File: src/core/crr_regs.vh
/*
 register map, field positions, reset values and timing counts for the
 core reset and regulator controller; assumes a 50 mhz system clock
*/
`ifndef CRR_REGS_VH
`define CRR_REGS_VH
`define CRR_REGCTL_ADDR      8'hc9
`define CRR_REGCTL_RESET     8'h10
`define CRR_REGCTL_BIAS_BIT  4
`define CRR_REGCTL_WMASK     8'h10
`define CRR_CAUSE_POR_BIT    1
`define CRR_PMODE_BATTERY_MONITOR_DISABLE_BIT 5
`define CRR_PORT_RESET       8'hff
`define CRR_PC_RESET         16'h0000
`define CRR_WDT_DIV          12
`define CRR_CLK_MHZ          50
`define CRR_DLY_LOW_MS       3
`define CRR_DLY_MID_MS       7
`define CRR_DLY_HIGH_MS      15
`define CRR_BIAS_SETTLE_US   4
`endif

File: src/core/crr_ctrl.v
/*
 core reset sequencer and regulator control register
 assumes: an analog power-on detector, cpu special function register port,
 sleep/suspend requests from the power unit, one 50 mhz system clock
*/
// Summary of operation
// - regulator off in sleep, on in suspend
// - bias bit forces oscillator bias on outside sleep
// - unused and reserved bits read zero
// - reset halts cpu, defaults registers, disables
// - reset keeps ram, reinitialises stack pointer
// - port latches ones, open drain, pull-ups
// - reset pin low for power resets
// - exit restores pc and internal oscillator
// - watchdog runs on clock divided by twelve
// - fetch starts at address zero
// - power-on adds supply dependent release delay
// - power-on exit sets cause flag
// - resets other than power-on and power-fail clear the cause flag
// - data memory undefined after power-on
// - mode bit five disables battery monitor
// - monitor disabled: any reset is full
// - power-fail reset sets flag, enables monitor
`timescale 1ns/1ps
`include "crr_regs.vh"
module crr_ctrl #(
	parameter DLY_LOW_CYC  = `CRR_DLY_LOW_MS * 1000 * `CRR_CLK_MHZ,
	parameter DLY_MID_CYC  = `CRR_DLY_MID_MS * 1000 * `CRR_CLK_MHZ,
	parameter DLY_HIGH_CYC = `CRR_DLY_HIGH_MS * 1000 * `CRR_CLK_MHZ
) (
	// clock and reset
	input  wire        core_clk,
	input  wire        rst_n,
	// reset sources
	input  wire        por_ok,
	input  wire [1:0]  supply_level,
	input  wire        power_fail_req,
	input  wire        other_reset_req,
	// power mode requests
	input  wire        sleep_mode,
	input  wire        suspend_mode,
	// special function register port
	input  wire        sfr_wr,
	input  wire        sfr_rd,
	input  wire [7:0]  sfr_addr,
	input  wire [7:0]  sfr_wdata,
	input  wire        pmode_wr,
	input  wire [7:0]  pmode_wdata,
	output reg  [7:0]  sfr_rdata,
	// cpu and system outputs
	output reg         cpu_halt,
	output reg         sfr_defaults,
	output reg  [15:0] pc_init,
	output reg         stack_reinit,
	output reg         ram_undefined,
	output reg         clk_sel_internal,
	output reg         wdt_enable,
	output reg         wdt_tick,
	output reg         irq_timer_disable,
	// ports
	output reg  [7:0]  port_latch,
	output reg         port_open_drain,
	output reg         port_weak_pullup,
	// reset pin, open drain
	output reg         rst_pin_out,
	output reg         rst_pin_oe,
	// regulator and monitors
	output reg         core_supply_regulator,
	output reg         precision_osc_bias_force,
	output reg         battery_monitor_disable,
	output reg         supply_monitor_enable,
	output reg         power_on_cause_flag
);
	// sequencer states
	localparam ST_HOLD  = 2'h0;
	localparam ST_DELAY = 2'h1;
	localparam ST_RUN   = 2'h2;

	// delay counter width
	localparam CW = 24;

	// reset delay chosen from supply level
	function [CW-1:0] por_delay;
		input [1:0] lvl;
		begin
			case (lvl)
				2'h0:    por_delay = DLY_LOW_CYC[CW-1:0];
				2'h1:    por_delay = DLY_MID_CYC[CW-1:0];
				default: por_delay = DLY_HIGH_CYC[CW-1:0];
			endcase
		end
	endfunction

	// pin inputs pass three flops
	reg [2:0] por_s_reg;
	reg [2:0] pf_s_reg;
	reg [2:0] oth_s_reg;
	reg       por_hold_reg; // last level on which flops two and three agreed
	reg       pf_hold_reg;  // same for power-fail request
	reg       oth_hold_reg; // same for other reset request
	wire      por_good  = por_hold_reg;
	wire      pf_act    = pf_hold_reg;
	wire      oth_act   = oth_hold_reg;

	always @(posedge core_clk or negedge rst_n) begin
		if (!rst_n) begin
			por_s_reg <= 3'h0;
			pf_s_reg  <= 3'h0;
			oth_s_reg <= 3'h0;
			por_hold_reg <= 1'b0;
			pf_hold_reg  <= 1'b0;
			oth_hold_reg <= 1'b0;
		end else begin
			por_s_reg <= {por_s_reg[1:0], por_ok};
			pf_s_reg  <= {pf_s_reg[1:0], power_fail_req};
			oth_s_reg <= {oth_s_reg[1:0], other_reset_req};
			por_hold_reg <= (por_s_reg[2] == por_s_reg[1]) ? por_s_reg[2] : por_hold_reg;
			pf_hold_reg  <= (pf_s_reg[2] == pf_s_reg[1]) ? pf_s_reg[2] : pf_hold_reg;
			oth_hold_reg <= (oth_s_reg[2] == oth_s_reg[1]) ? oth_s_reg[2] : oth_hold_reg;
		end
	end

	// combined raw reset request
	reg  battery_monitor_disable_reg;
	wire raw_rst_n = rst_n & por_ok;

	// synchronised power reset
	wire por_srst_n;
	crr_rst_sync u_sync (
		.core_clk (core_clk),
		.arst_n   (raw_rst_n),
		.srst_n   (por_srst_n)
	);

	// sequencer registers
	reg [1:0]    state_reg;
	reg [1:0]    state_next;
	reg [CW-1:0] cnt_reg;
	reg [CW-1:0] cnt_next;
	reg          full_reg;   // current reset is power-on kind
	reg          full_next;
	reg          pwr_reg;    // drive reset pin
	reg          pwr_next;
	reg [3:0]    div_reg;    // watchdog divider
	reg          bias_reg;

	// full power-on sequence when monitor disabled
	wire full_req = (oth_act | pf_act) & battery_monitor_disable_reg;

	// next state logic
	always @* begin
		state_next = state_reg;
		cnt_next   = cnt_reg;
		full_next  = full_reg;
		pwr_next   = pwr_reg;
		case (state_reg)
			ST_HOLD: begin
				// a supply fail seen while held also pulls the pin
				if (pf_act) begin
					pwr_next = 1'b1;
				end
				// wait for supply above threshold
				if (por_good && !pf_act && !oth_act) begin
					if (full_reg) begin
						state_next = ST_DELAY;
						cnt_next   = por_delay(supply_level);
					end else begin
						state_next = ST_RUN;
						pwr_next   = 1'b0;
					end
				end
			end
			ST_DELAY: begin
				// release delay after power-on
				if (!por_good) begin
					state_next = ST_HOLD;
				end else if (cnt_reg <= {{(CW-1){1'b0}}, 1'b1}) begin
					state_next = ST_RUN;
					pwr_next   = 1'b0;
				end else begin
					cnt_next = cnt_reg - {{(CW-1){1'b0}}, 1'b1};
				end
			end
			ST_RUN: begin
				// new reset request enters hold
				if (full_req) begin
					state_next = ST_HOLD;
					full_next  = 1'b1;
					pwr_next   = 1'b1;
				end else if (pf_act) begin
					state_next = ST_HOLD;
					full_next  = 1'b0;
					pwr_next   = 1'b1;
				end else if (oth_act) begin
					state_next = ST_HOLD;
					full_next  = 1'b0;
					pwr_next   = 1'b0;
				end
			end
			default: begin
				state_next = ST_HOLD;
			end
		endcase
	end

	// sequencer state and cause flag
	always @(posedge core_clk or negedge por_srst_n) begin
		if (!por_srst_n) begin
			state_reg           <= ST_HOLD;
			cnt_reg             <= {CW{1'b0}};
			full_reg            <= 1'b1;
			pwr_reg             <= 1'b1;
			power_on_cause_flag <= 1'b0;
			ram_undefined       <= 1'b1;
		end else begin
			state_reg <= state_next;
			cnt_reg   <= cnt_next;
			full_reg  <= full_next;
			pwr_reg   <= pwr_next;
			if (state_reg != ST_RUN && state_next == ST_RUN) begin
				// set on power-on or power-fail exit, else clear
				power_on_cause_flag <= full_reg | pf_act | pwr_reg;
				ram_undefined       <= full_reg;
			end
		end
	end

	// in-reset level shared by outputs
	wire in_reset = (state_next != ST_RUN);

	// cpu, port and pin outputs
	always @(posedge core_clk or negedge por_srst_n) begin
		if (!por_srst_n) begin
			cpu_halt          <= 1'b1;
			sfr_defaults      <= 1'b1;
			irq_timer_disable <= 1'b1;
			stack_reinit      <= 1'b1;
			pc_init           <= `CRR_PC_RESET;
			clk_sel_internal  <= 1'b1;
			port_latch        <= `CRR_PORT_RESET;
			port_open_drain   <= 1'b1;
			port_weak_pullup  <= 1'b1;
			rst_pin_out       <= 1'b0;
			rst_pin_oe        <= 1'b1;
		end else begin
			cpu_halt          <= in_reset;
			sfr_defaults      <= in_reset;
			irq_timer_disable <= in_reset;
			stack_reinit      <= in_reset;
			pc_init           <= `CRR_PC_RESET;
			if (in_reset) begin
				clk_sel_internal <= 1'b1;
				port_latch       <= `CRR_PORT_RESET;
				port_open_drain  <= 1'b1;
			end
			port_weak_pullup <= 1'b1;
			rst_pin_out      <= 1'b0;
			rst_pin_oe       <= in_reset & pwr_next;
		end
	end

	// last divider count before a tick
	localparam integer WDT_LAST_I = `CRR_WDT_DIV - 1;
	wire [3:0] wdt_last = WDT_LAST_I[3:0];

	// watchdog enabled with divide-by-twelve tick
	always @(posedge core_clk or negedge por_srst_n) begin
		if (!por_srst_n) begin
			div_reg    <= 4'h0;
			wdt_tick   <= 1'b0;
			wdt_enable <= 1'b0;
		end else if (in_reset) begin
			div_reg    <= 4'h0;
			wdt_tick   <= 1'b0;
			wdt_enable <= 1'b0;
		end else begin
			wdt_enable <= 1'b1;
			wdt_tick   <= (div_reg == wdt_last);
			div_reg    <= (div_reg == wdt_last) ? 4'h0 : div_reg + 4'h1;
		end
	end

	// register writes: bias bit and monitor disable
	wire regctl_wr = sfr_wr && (sfr_addr == `CRR_REGCTL_ADDR) && !in_reset;
	always @(posedge core_clk or negedge por_srst_n) begin
		if (!por_srst_n) begin
			bias_reg   <= 1'b1;
			battery_monitor_disable_reg <= 1'b0;
		end else begin
			if (in_reset && !(state_reg == ST_RUN)) begin
				bias_reg <= 1'b1;
				if (full_reg) begin
					battery_monitor_disable_reg <= 1'b0;
				end
			end else begin
				if (regctl_wr) begin
					bias_reg <= sfr_wdata[`CRR_REGCTL_BIAS_BIT];
				end
				if (pmode_wr) begin
					battery_monitor_disable_reg <= pmode_wdata[`CRR_PMODE_BATTERY_MONITOR_DISABLE_BIT];
				end
			end
		end
	end

	// read data and regulator outputs
	always @(posedge core_clk or negedge por_srst_n) begin
		if (!por_srst_n) begin
			sfr_rdata                <= 8'h00;
			core_supply_regulator    <= 1'b1;
			precision_osc_bias_force <= 1'b1;
			battery_monitor_disable  <= 1'b0;
			supply_monitor_enable    <= 1'b1;
		end else begin
			if (sfr_rd && sfr_addr == `CRR_REGCTL_ADDR) begin
				sfr_rdata <= {3'h0, bias_reg, 4'h0} & `CRR_REGCTL_WMASK;
			end else begin
				sfr_rdata <= 8'h00;
			end
			core_supply_regulator    <= !sleep_mode || suspend_mode;
			precision_osc_bias_force <= bias_reg && !sleep_mode;
			battery_monitor_disable  <= battery_monitor_disable_reg;
			if (in_reset && (full_reg || pf_act)) begin
				supply_monitor_enable <= 1'b1;
			end
		end
	end
endmodule // crr_ctrl

File: src/core/crr_rst_sync.v
/*
 reset synchroniser: asserts asynchronously, releases after three clean
 clock edges; assumes arst_n may come from any source
*/
`timescale 1ns/1ps
module crr_rst_sync (
	// clock and raw reset
	input  wire core_clk,
	input  wire arst_n,
	// synchronised reset
	output wire srst_n
);
	reg [2:0] sync_reg; // release shift chain

	// shift ones in after release
	always @(posedge core_clk or negedge arst_n) begin
		if (!arst_n) begin
			sync_reg <= 3'h0;
		end else begin
			sync_reg <= {sync_reg[1:0], 1'b1};
		end
	end

	assign srst_n = sync_reg[2];
endmodule // crr_rst_sync

File: config.mk
export PLATFORM = sky130hd
export DESIGN_NAME = crr_ctrl
export DESIGN_NICKNAME = d
export VERILOG_FILES = /design/src/core/crr_ctrl.v /design/src/core/crr_rst_sync.v
export VERILOG_INCLUDE_DIRS = /design/src /design/src/core
export SDC_FILE = /design/constraint.sdc
export NUM_CORES = 1
export LEC_CHECK = 0
export ABC_AREA = 1
export BUFFER_PORTS_ARGS = -buffer_cell sky130_fd_sc_hd__buf_2
export CAP_MARGIN = 5
export CORE_MARGIN = 4
export CORE_UTILIZATION = 40
export DETAILED_ROUTE_END_ITERATION = 6
export HOLD_SLACK_MARGIN = 0.06
export PLACE_DENSITY = 0.67
export SLEW_MARGIN = 20
export SYNTH_ARGS = -nofsm -noshare
export SYNTH_HDL_FRONTEND = slang
export SYNTH_SLANG_ARGS = --single-unit
File: constraint.sdc
create_clock -name core_clk -period 1.35 [get_ports core_clk]
set_input_delay 0 -clock core_clk [delete_from_list [all_inputs] [get_ports core_clk]]
set_output_delay 0 -clock core_clk [all_outputs]
set_load 0.01 [all_outputs]
== Word level (Yosys, flattened, before mapping) ==
Cells that the tools add are included.
Operators by class
  $add $sub $neg: 2
  $lt $le $gt $ge: 1
  equal/unequal tests: 16
  mux-type cells: 36
  bitwise operators: 6
  reductions and logical operators: 23
Operators by type and width (number)
  2-to-1 mux 24 bit: 4
  one-hot mux 24 bit (2 select lines): 1
  one-hot mux 20 bit (2 select lines): 1
  less-or-equal comparator 24 x 1 -> 1 bit (second input constant): 1
  subtractor 24 x 1 -> 24 bit (second input constant): 1
  2-to-1 mux 1 bit: 18
  2-to-1 mux 2 bit: 7
  != test 2 bit (second input constant): 7
  == test 8 bit (second input constant): 1
  logical AND 1 bit: 8
  2-to-1 mux 4 bit: 2
  one-hot mux 2 bit (3 select lines): 1
  nonzero test 2 bit: 3
  zero test 1 bit: 5
  2-to-1 mux 5 bit: 1
  AND reduction 5 bit: 1
  adder 4 x 1 -> 4 bit (second input constant): 1
  == test 2 x 1 -> 1 bit (second input constant): 2
  == test 2 bit (second input constant): 2
  == test 4 bit (second input constant): 1
  zero test 2 bit: 2
  AND reduction 2 bit: 2
  AND 1 bit: 3
  == test 1 bit: 3
  4 further kinds: 6
Word-level totals
  bits in registers: 63
  bits of input ports: 36
  output and inout port bits: 49
  word-level logic and storage cells: 108

== Depth between registers and ports, before layout ==
Gate-level depths: netlist (run 1).
  word-level depth: 10
  depth in mapped cells: 14
  depth with buffers taken out: 14

== Cells and area by module ==
Synthesis (run 1) repeated with hierarchy kept, for this count alone.
Unflattened totals
  cells, all modules: 401
  area total of the unflattened synthesis: 3209.3 um^2
By module, submodules not included
  crr_ctrl: times used 1, cells each 397, area each 3130.5 um^2, sequential area each 1411.4 um^2
  crr_rst_sync: times used 1, cells each 4, area each 78.8 um^2, sequential area each 75.1 um^2

== Worst setup path after synthesis (run 1) ==
OpenSTA, ideal clock, no wires.
  path type: reg-to-reg
  start point: register cnt_reg[0]
  end point: register cnt_reg[4]
  setup time: 0.126 ns
  arrival time: 1.586 ns
  required time: 1.224 ns
  slack: -0.362 ns
  stages on the path, launching flop included: 15
  period minus slack after synthesis: 1.712 ns
  cell sequence: dfrtp_1 > inv_1 > ha_1 > inv_1 > nand2_1 > nand2_1 > nor2_1 > nand3_1 > nand2_1 > nand2_2 > nand2_4 > inv_2 > buf_6 > o31ai_2 > o21ai_2
On the way
  longest elaborated chain between the ends: 4
Ends and longest elaborated chain
  from (decl): line crr_ctrl.v:138  | reg [CW-1:0] cnt_reg;
  from (signal assigned): line crr_ctrl.v:210  | cnt_reg <= {CW{1'b0}};
  from (signal assigned): line crr_ctrl.v:217  | cnt_reg <= cnt_next;
  subtractor 24 x 1 -> 24 bit: line crr_ctrl.v:181  | cnt_next = cnt_reg - {{(CW-1){1'b0}}, 1'b1};
  2-to-1 mux 24 bit: line crr_ctrl.v:177  | end else if (cnt_reg <= {{(CW-1){1'b0}}, 1'b1}) begin
  2-to-1 mux 24 bit: line crr_ctrl.v:175  | if (!por_good) begin
  one-hot mux 24 bit (2 select lines): line crr_ctrl.v:156  | case (state_reg)
Several ways; a longest one is shown, not always the timed one. The select of a mux whose other input is x is not followed.
A chain may end at the register's enable or synchronous reset.

== Worst setup path in the final report (run 1) ==
  start point: register cnt_reg[0]
  end point: register cnt_reg[19]
The elaborated chain is that of the path after synthesis.

==> results of run 1 <==
## worst max-delay path, stage by stage (launching register included)
cell and delay, ns:
dfrtp_1 0.41, ha_1 0.21, inv_1 0.05, nand2_1 0.05, nand2_1 0.07, nor2_2 0.04
nand3_1 0.06, nand2_1 0.07, nand2_2 0.11, nand2_8 0.13, buf_12 0.17, a21oi_4 0.14
a21oi_2 0.07
## worst paths after layout
path / endpoint / cells after the start
hold / removal: u_sync.sync_reg[0] / 4
setup reg to reg: cnt_reg[19] / 12
min in group core_clk: bias_reg / 6
hold reg to reg: state_reg[0] / 0
max in group asynchronous: por_good / 3
setup / recovery: cnt_reg[19] / 12
## per-layer routing
layer | global-route usage, % | part of all wire [%] | wire [um]
met1 | 21.1 | 41 | 3490
met5 | 0 | 0 | 0
met3 | 3.71 | 5.9 | 496
met2 | 29.3 | 51 | 4290
met4 | 7.35 | 2.0 | 170
## power by group through the flow
stage	combinational (W)	clock, W	sequential [W]
after floorplan	0.00192	0	0.00244
after global placement	0.00324	0	0.00236
after detailed placement	0.00330	0	0.00237
after CTS	0.00354	0.00187	0.00236
after global routing	0.00435	0.00196	0.00241
final	0.00400	0.00184	0.00237
## cell families after synthesis
family          synth area share, %
flops                          45.6
simple gates                   26.2
other cells                   0.231
fa+ha+maj                      2.07
xor+xnor                       3.49
compound gates                 8.10
buf+inv                        14.3
## cell usage in the layout (no fill, tap or decap), types with 4 or more instances in the layout
cell type and n:
dfrtp_1 49, nand2_2 15, buf_4 72, a21oi_1 4
conb_1 37, nor3_1 4, o21ai_0 8, nand3_1 15
xor2_1 10, nor2_2 16, inv_1 28, inv_2 5
buf_2 34, o21ai_2 12, dlygate4sd3_1 15, nand4_1 5
nor2_4 5, dfstp_2 8, clkbuf_8 10, nor2_1 39
nand2_1 72, a21oi_2 4, nand3_2 7, o21ai_1 5
## layout make-up
cell class,count,area (um2)
sequential,59,1490
timing repair buffer,128,970
fill,656,3170
timing repair inverter,2,17.5
clock buffer,10,138
clock inverter,6,88.8
inverter,34,140
tap,102,128
multi-input combinational,289,1660
## stage by stage
step,cell area [um2],power (W)
floorplan,3440,0.00436
global placement,3950,0.00560
detailed placement,3950,0.00567
CTS,4450,0.00777
global route,4630,0.00871
finish,4630,0.00821
## repair_timing
action | in CTS | in global routing
hold buffers | 15 | 1
gates cloned | 1 | 2
pin swaps | 7 | 12
gates resized for setup | 29 | 42
buffers inserted | 5 | 4
hold endpoints to repair | 25 | 1
setup endpoints to repair | 39 | 40
==> out/qor.yml, run 1 <==
run_status:
  outcome: "complete, but fails checks"
  violations: "setup timing"
placed_design:
  pre_cts_ws_ns: -0.377
  dp.cells: 587
  dp_hpwl_um: 5600
  io_buffers: 34
  gp_congestion: 0.884
synthesis:
  synth_ff_type: "dfrtp_1"
  yosysUniqueCellTypes: 39
  synth_commonest_cells: "86 x nand2_1, 55 x nor2_1, 51 x dfrtp_1"
  synth.largest_area_cell: "dfrtp_1"
  synth_edf_count: 0
  yosysMostFrequentCell: "nand2_1"
  synth_area_leaders: "dfrtp_1 39%, nand2_1 9.9%, buf_4 9.4%, dfstp_2 6.5%, nor2_1 6.3%"
  avgSynthCellArea_um2: 8.31
  netlist_area_um2: 3260
  ys_warn_count: 0
  ys_seq_elements: 59
  syn_inst: 392
  synth_top_cell_area_share_pct: 39.2
  yosysSeqAreaShare_pct: 45.6
  synthArstFlopShare_pct: 100
worst_setup_path:
  end_kind: "flip-flop"
  worstSetupPathType: "flip-flop to flip-flop"
  worstPathArrival_ns: 1.92
  timing.reg2reg.setup_slack_ns: -0.34
  r2r_start: "cnt_reg[0]"
  path_max_fanout: 7
  worstPathRequired_ns: 1.58
  startpoint_type: "flip-flop"
  startpoint: "cnt_reg[0]"
detailed_routing:
  wl_um: 8440
  vias: 2987
  ant_nets: 0
  wl_per_cell_um: 13.4
  dr.first_iter.drc_count: 157
  viasPerCell: 4.74
  dr.pass1.iters: 4
  drcViolationCount: 0
pwr:
  internal-power_w: 0.00498
  pwr-share-seq_pct: 28.8
  p_sw_w: 0.00323
  clkPwrFrac_pct: 22.4
  power_frac_comb_pct: 48.8
  ir_worst_vdd_v: 0.000928
  p_leak_nw: 2.29
  netSwitchingFraction_pct: 39.3
  p_per_area_nw_per_um2: 1770
clocking:
  cts_sinks: 59
  cts_root_buf: "clkbuf_8"
  tritoncts: "built"
  htreeDepth: 3
  clk_latency_ns: 0.35
  clock_path_buffers: 2
  clk_pin_slew_ns: 0.07
  cts-buffers-inserted: 9
die:
  die_y_um: 98.3
  core_area_um2: 7810
  row_count: 32
  start_util_pct: 41.7
  die-area_um2: 9650
  die_w_um: 98.3
  io_pins: 85
finish:
  finish.utilization_pct: 59.4
  areaGrowthSynthToFinish_pct: 42.2
  layout-drive-gt1-share_pct: 41.9
  diodes: 0
  layoutNonFillerInstCount: 630
  largest_reg_flops: 24
  fin_nets: 562
timing:
  hold_viol_final: 0
  max_freq_ghz: 0.593
  setup_ws_ns: -0.338
  max-slew-margin-rel_pct: 54.6
  worstMarginPinSlew_ns: 0.673
  rsz0062_at_grt: "yes"
  clock_skew_ns: 0.0104
  finalSetupTns_ns: -9.91
  hold_ws_ns: 0.0804
  min_period_ns: 1.69
  finalSetupViolCount: 38
  finalCritPeriodShare_pct: 125
  slew_violations: 0
min_path:
  hold_path.class: "input pin to async pin"
run:
  max_cap_violations: 0
global_routing:
  grt_max_degree: 23
  antenna_found_initial: 0
  grt_pass1_vias: 2958
  overflow: 0
  grt_use_total_pct: 17.2
  grt_pass1_wl_um: 13500
(Power assumes the default switching activity.)
==> run 2: changes to the inputs <==
- ABC_AREA: 1 -> unset
- SETUP_SLACK_MARGIN: unset -> 0.4
==> run 2 against run 1 <==
Net effect:
- the run ends with hold timing, setup timing left
- via count down 7.2%
- die area down 2.9%
- final cell count down 13%
- sequential share of layout area is 0.60 points higher
- combinational power down 27%
- register-to-register slack lost 0.56 ns
- hold slack worse by 0.086 ns
==> out/qor.yml, run 2 <==
run_status:
  outcome: "complete, but fails checks"  # unchanged
  violations: "hold timing, setup timing"  # was setup timing
global_routing:
  antenna_found_initial: 0  # unchanged
  grt_pass1_vias: 2759  # was 2,958
  grt_max_degree: 45  # was 23
  grt_use_total_pct: 17.4  # was 17.2%
  overflow: 0  # unchanged
  grt_pass1_wl_um: 13200  # was 13,500 um
finish:
  final_cell_mix: "60 x buf_4, 50 x dfrtp_1, 37 x conb_1"  # was 72 x nand2_1, 72 x buf_4, 49 x dfrtp_1
  areaGrowthSynthToFinish_pct: 44.1  # was 42.2%
  final_common_cell: "buf_4"
  largest_reg_flops: 24  # unchanged
  finish.utilization_pct: 59.1  # was 59.4%
  fin_nets: 480  # was 562
  fillers: 644  # was 656
  layout-drive-gt1-share_pct: 44.2  # was 41.9%
  diodes: 0  # unchanged
pwr:
  clkPwrFrac_pct: 23.4  # was 22.4%
  p_sw_w: 0.00246  # was 0.00323 W
  ir_worst_vdd_v: 0.000968  # was 0.000928 V
  p_leak_nw: 2.01  # was 2.29 nW
  pwr-share-seq_pct: 35.5  # was 28.8%
  power_frac_comb_pct: 41.1  # was 48.8%
  internal-power_w: 0.00463  # was 0.00498 W
  netSwitchingFraction_pct: 34.7  # was 39.3%
  p_per_area_nw_per_um2: 1560  # was 1770 nW/um2
detailed_routing:
  wl_per_cell_um: 15.4  # was 13.4 um
  dr.first_iter.drc_count: 232  # was 157
  vias: 2771  # was 2,987
  drcViolationCount: 0  # unchanged
  dr.pass1.iters: 5  # was 4
  ant_nets: 0  # unchanged
  viasPerCell: 5.06  # was 4.74
  wl_um: 8430  # was 8440 um
clocking:
  clk_pin_slew_ns: 0.07  # about the same
  htreeDepth: 3  # unchanged
  cts-buffers-inserted: 9  # unchanged
  cts_root_buf: "clkbuf_8"  # unchanged
  cts_hold_buf: 12  # was 15
  clk_latency_ns: 0.34  # was 0.35 ns
  tritoncts: "built"  # unchanged
  clock_path_buffers: 2  # unchanged
  cts_sinks: 59  # unchanged
synthesis:
  ys_warn_count: 0  # unchanged
  synth_edf_count: 0  # unchanged
  synth.largest_area_cell: "dfrtp_1"  # unchanged
  synth_ff_type: "dfrtp_1"  # unchanged
  yosysSeqAreaShare_pct: 47.1  # was 45.6%
  syn_inst: 325  # was 392
  yosysUniqueCellTypes: 61  # was 39
  yosysMostFrequentCell: "dfrtp_1"  # was nand2_1
  synthArstFlopShare_pct: 100  # unchanged
  ys_seq_elements: 59  # unchanged
  synth_area_leaders: "dfrtp_1 40%, buf_4 9.8%, dfstp_2 6.7%, a21oi_1 3.8%, nor2_1 3.8%"  # was dfrtp_1 39%, nand2_1 9.9%, buf_4 9.4%, dfstp_2 6.5%, nor2_1 6.3%
  synth_commonest_cells: "51 x dfrtp_1, 41 x buf_4, 32 x nor2_1"  # was 86 x nand2_1, 55 x nor2_1, 51 x dfrtp_1
  synth_top_cell_area_share_pct: 40.4  # was 39.2%
  netlist_area_um2: 3160  # was 3260 um2
  avgSynthCellArea_um2: 9.71  # was 8.31 um2
worst_setup_path:
  cp_cell_sequence: "or4_4 -> buf_6 -> nor2_4 -> nand2b_2 -> or4_4 -> or4_1 -> nand2_1"  # was ha_1 -> inv_1 -> nand2_1 -> nand2_1 -> nor2_2 -> nand3_1 -> nand2_1 -> nand2_2 -> nand2_8 -> buf_12 -> a21oi_4 -> a21oi_2
  worstPathArrival_ns: 2.53  # was 1.92 ns
  worstPathRequired_ns: 1.63  # was 1.58 ns
  startpoint_type: "flip-flop"  # unchanged
  crit_top_cell: "or4_4"  # was nand2_1
  crit_slowest_cell: "or4_4"  # was dfrtp_1
  critical_path_buf_inv_count: 1  # was 2
  slowest_delay_ns: 0.56  # was 0.41 ns
  critPathTopFamily: "simple AND/OR/NAND/NOR gates"  # unchanged
  worstSetupPathType: "flip-flop to flip-flop"  # unchanged
  end_kind: "flip-flop"  # unchanged
  path_max_fanout: 3  # was 7
die:
  row_count: 32  # unchanged
  io_pins: 85  # unchanged
  die-area_um2: 9370  # was 9650 um2
  start_util_pct: 41.0  # was 41.7%
  die_y_um: 96.8  # was 98.3 um
  core_area_um2: 7690  # was 7810 um2
  die_w_um: 96.8  # was 98.3 um
timing:
  max_freq_ghz: 0.445  # was 0.593 GHz
  finalCritPeriodShare_pct: 167  # was 125%
  setup_ws_ns: -0.898  # was -0.338 ns
  clock_skew_ns: 0.00994  # was 0.0104 ns
  rsz0062_at_grt: "yes"  # unchanged
  hold_viol_final: 1  # was 0
  finalSetupViolCount: 39  # was 38
  hold_ws_ns: -0.00577  # was 0.0804 ns
  slew_violations: 0  # unchanged
  min_period_ns: 2.25  # was 1.69 ns
run:
  max_cap_violations: 0  # unchanged
placed_design:
  dp_hpwl_um: 5400  # was 5600 um
  io_buffers: 34  # unchanged
  gp_congestion: 0.857  # was 0.884
min_path:
  hold_path.class: "input pin to flip-flop"  # was input pin to async pin
-- run 2: cell types whose count changed in the layout (fill, tap and decap cells not counted), sizes merged, moves of 13 or more --
cell / previous run / this run
o21ai: 25 / 12
a21oi: 9 / 25
nand3: 23 / 8
nand2: 91 / 23
nor2: 60 / 33
inv: 35 / 8
-- run 2: power groups by stage --
stage | registers, W | clock network (W) | logic [W]
floorplan | 0.00267 | 0 | 0.00107
global placement | 0.00249 | 0 | 0.00221
detailed placement | 0.00250 | 0 | 0.00226
CTS | 0.00250 | 0.00169 | 0.00265
global route | 0.00258 | 0.00178 | 0.00314
finish | 0.00252 | 0.00166 | 0.00291
-- run 2: cell families (layout without fill, tap and decap cells) --
logic type	after synthesis	count (layout)	share of synthesized area [%]
AND/OR/NAND/NOR	116	116	20.3
AO/OA/AOI/OAI	71	71	14.8
buffers and inverters	61	147	12.4
flip-flops	59	59	47.1
adder cells (fa/ha/maj)	6	6	2.14
XOR/XNOR	6	6	1.67
multiplexers	4	4	1.35
other	2	37	0.238
-- run 2: path summary, 6_finish.rpt --
check	startpoint	to	slack, ns	cells after the start
min reg2reg	u_sync.sync_reg[2]	cnt_reg[0]	0.24	1
min in group asynchronous	rst_n	oth_s_reg[0]	0.05	2
max	cnt_reg[12]	cnt_reg[20]	-0.90	7
min	sfr_addr[7]	sfr_rdata[4]	-0.006	3
max in group asynchronous	u_sync.sync_reg[2]	core_supply_regulator	0.84	1
max reg2reg	cnt_reg[12]	cnt_reg[20]	-0.90	7
-- run 2: worst register-to-register path: cells and delay by family (launching register included) --
kind                   cells  cell delay (ns)
buffers and inverters      1             0.14
DFF                        1             0.38
and+or+nand+nor            6             1.66
-- run 2: final cells by class --
cell class | count | area [um2] | area share (%)
timing repair buffer | 122 | 1020 | 22.4
clock buffer | 12 | 155 | 3.41
clock inverter | 4 | 50.0 | 1.10
multi-input combinational | 240 | 1670 | 36.7
inverter | 9 | 40.0 | 0.881
sequential | 59 | 1490 | 32.7
tap | 102 | 128 | 2.81
-- run 2: layer usage --
| metal | up-vias | share of wire [%] | global-route usage [%] | wire [um] |
|---|---|---|---|---|
| li1 | 1308 | - | - | - |
| met1 | 1341 | 41 | 21.8 | 3420 |
| met2 | 107 | 52 | 29.2 | 4380 |
| met3 | 15 | 5.7 | 3.97 | 478 |
| met4 | 0 | 1.7 | 6.16 | 145 |
| met5 | - | 0 | 0 | 0 |
-- run 2: repair_timing --
action	in CTS	in global routing
endpoints found under the hold margin	25	1
setup endpoints to repair	51	50
cloned	1	1
setup buffers	6	2
pin swaps	24	19
gates resized for setup	48	42
-- run 2: metrics by stage --
step	setup WS [ns]	std cells	instance area, um2	total power (W)	TNS [ns]
floorplan	-0.925	360	3320	0.00374	-27.05
global placement	-0.927	510	3760	0.00470	-29.94
detailed placement	-0.955	510	3760	0.00476	-30.84
CTS	-0.894	545	4370	0.00684	-31.02
global route	-0.975	548	4550	0.00750	-33.69
finish	-0.898	548	4550	0.00709	-30.40
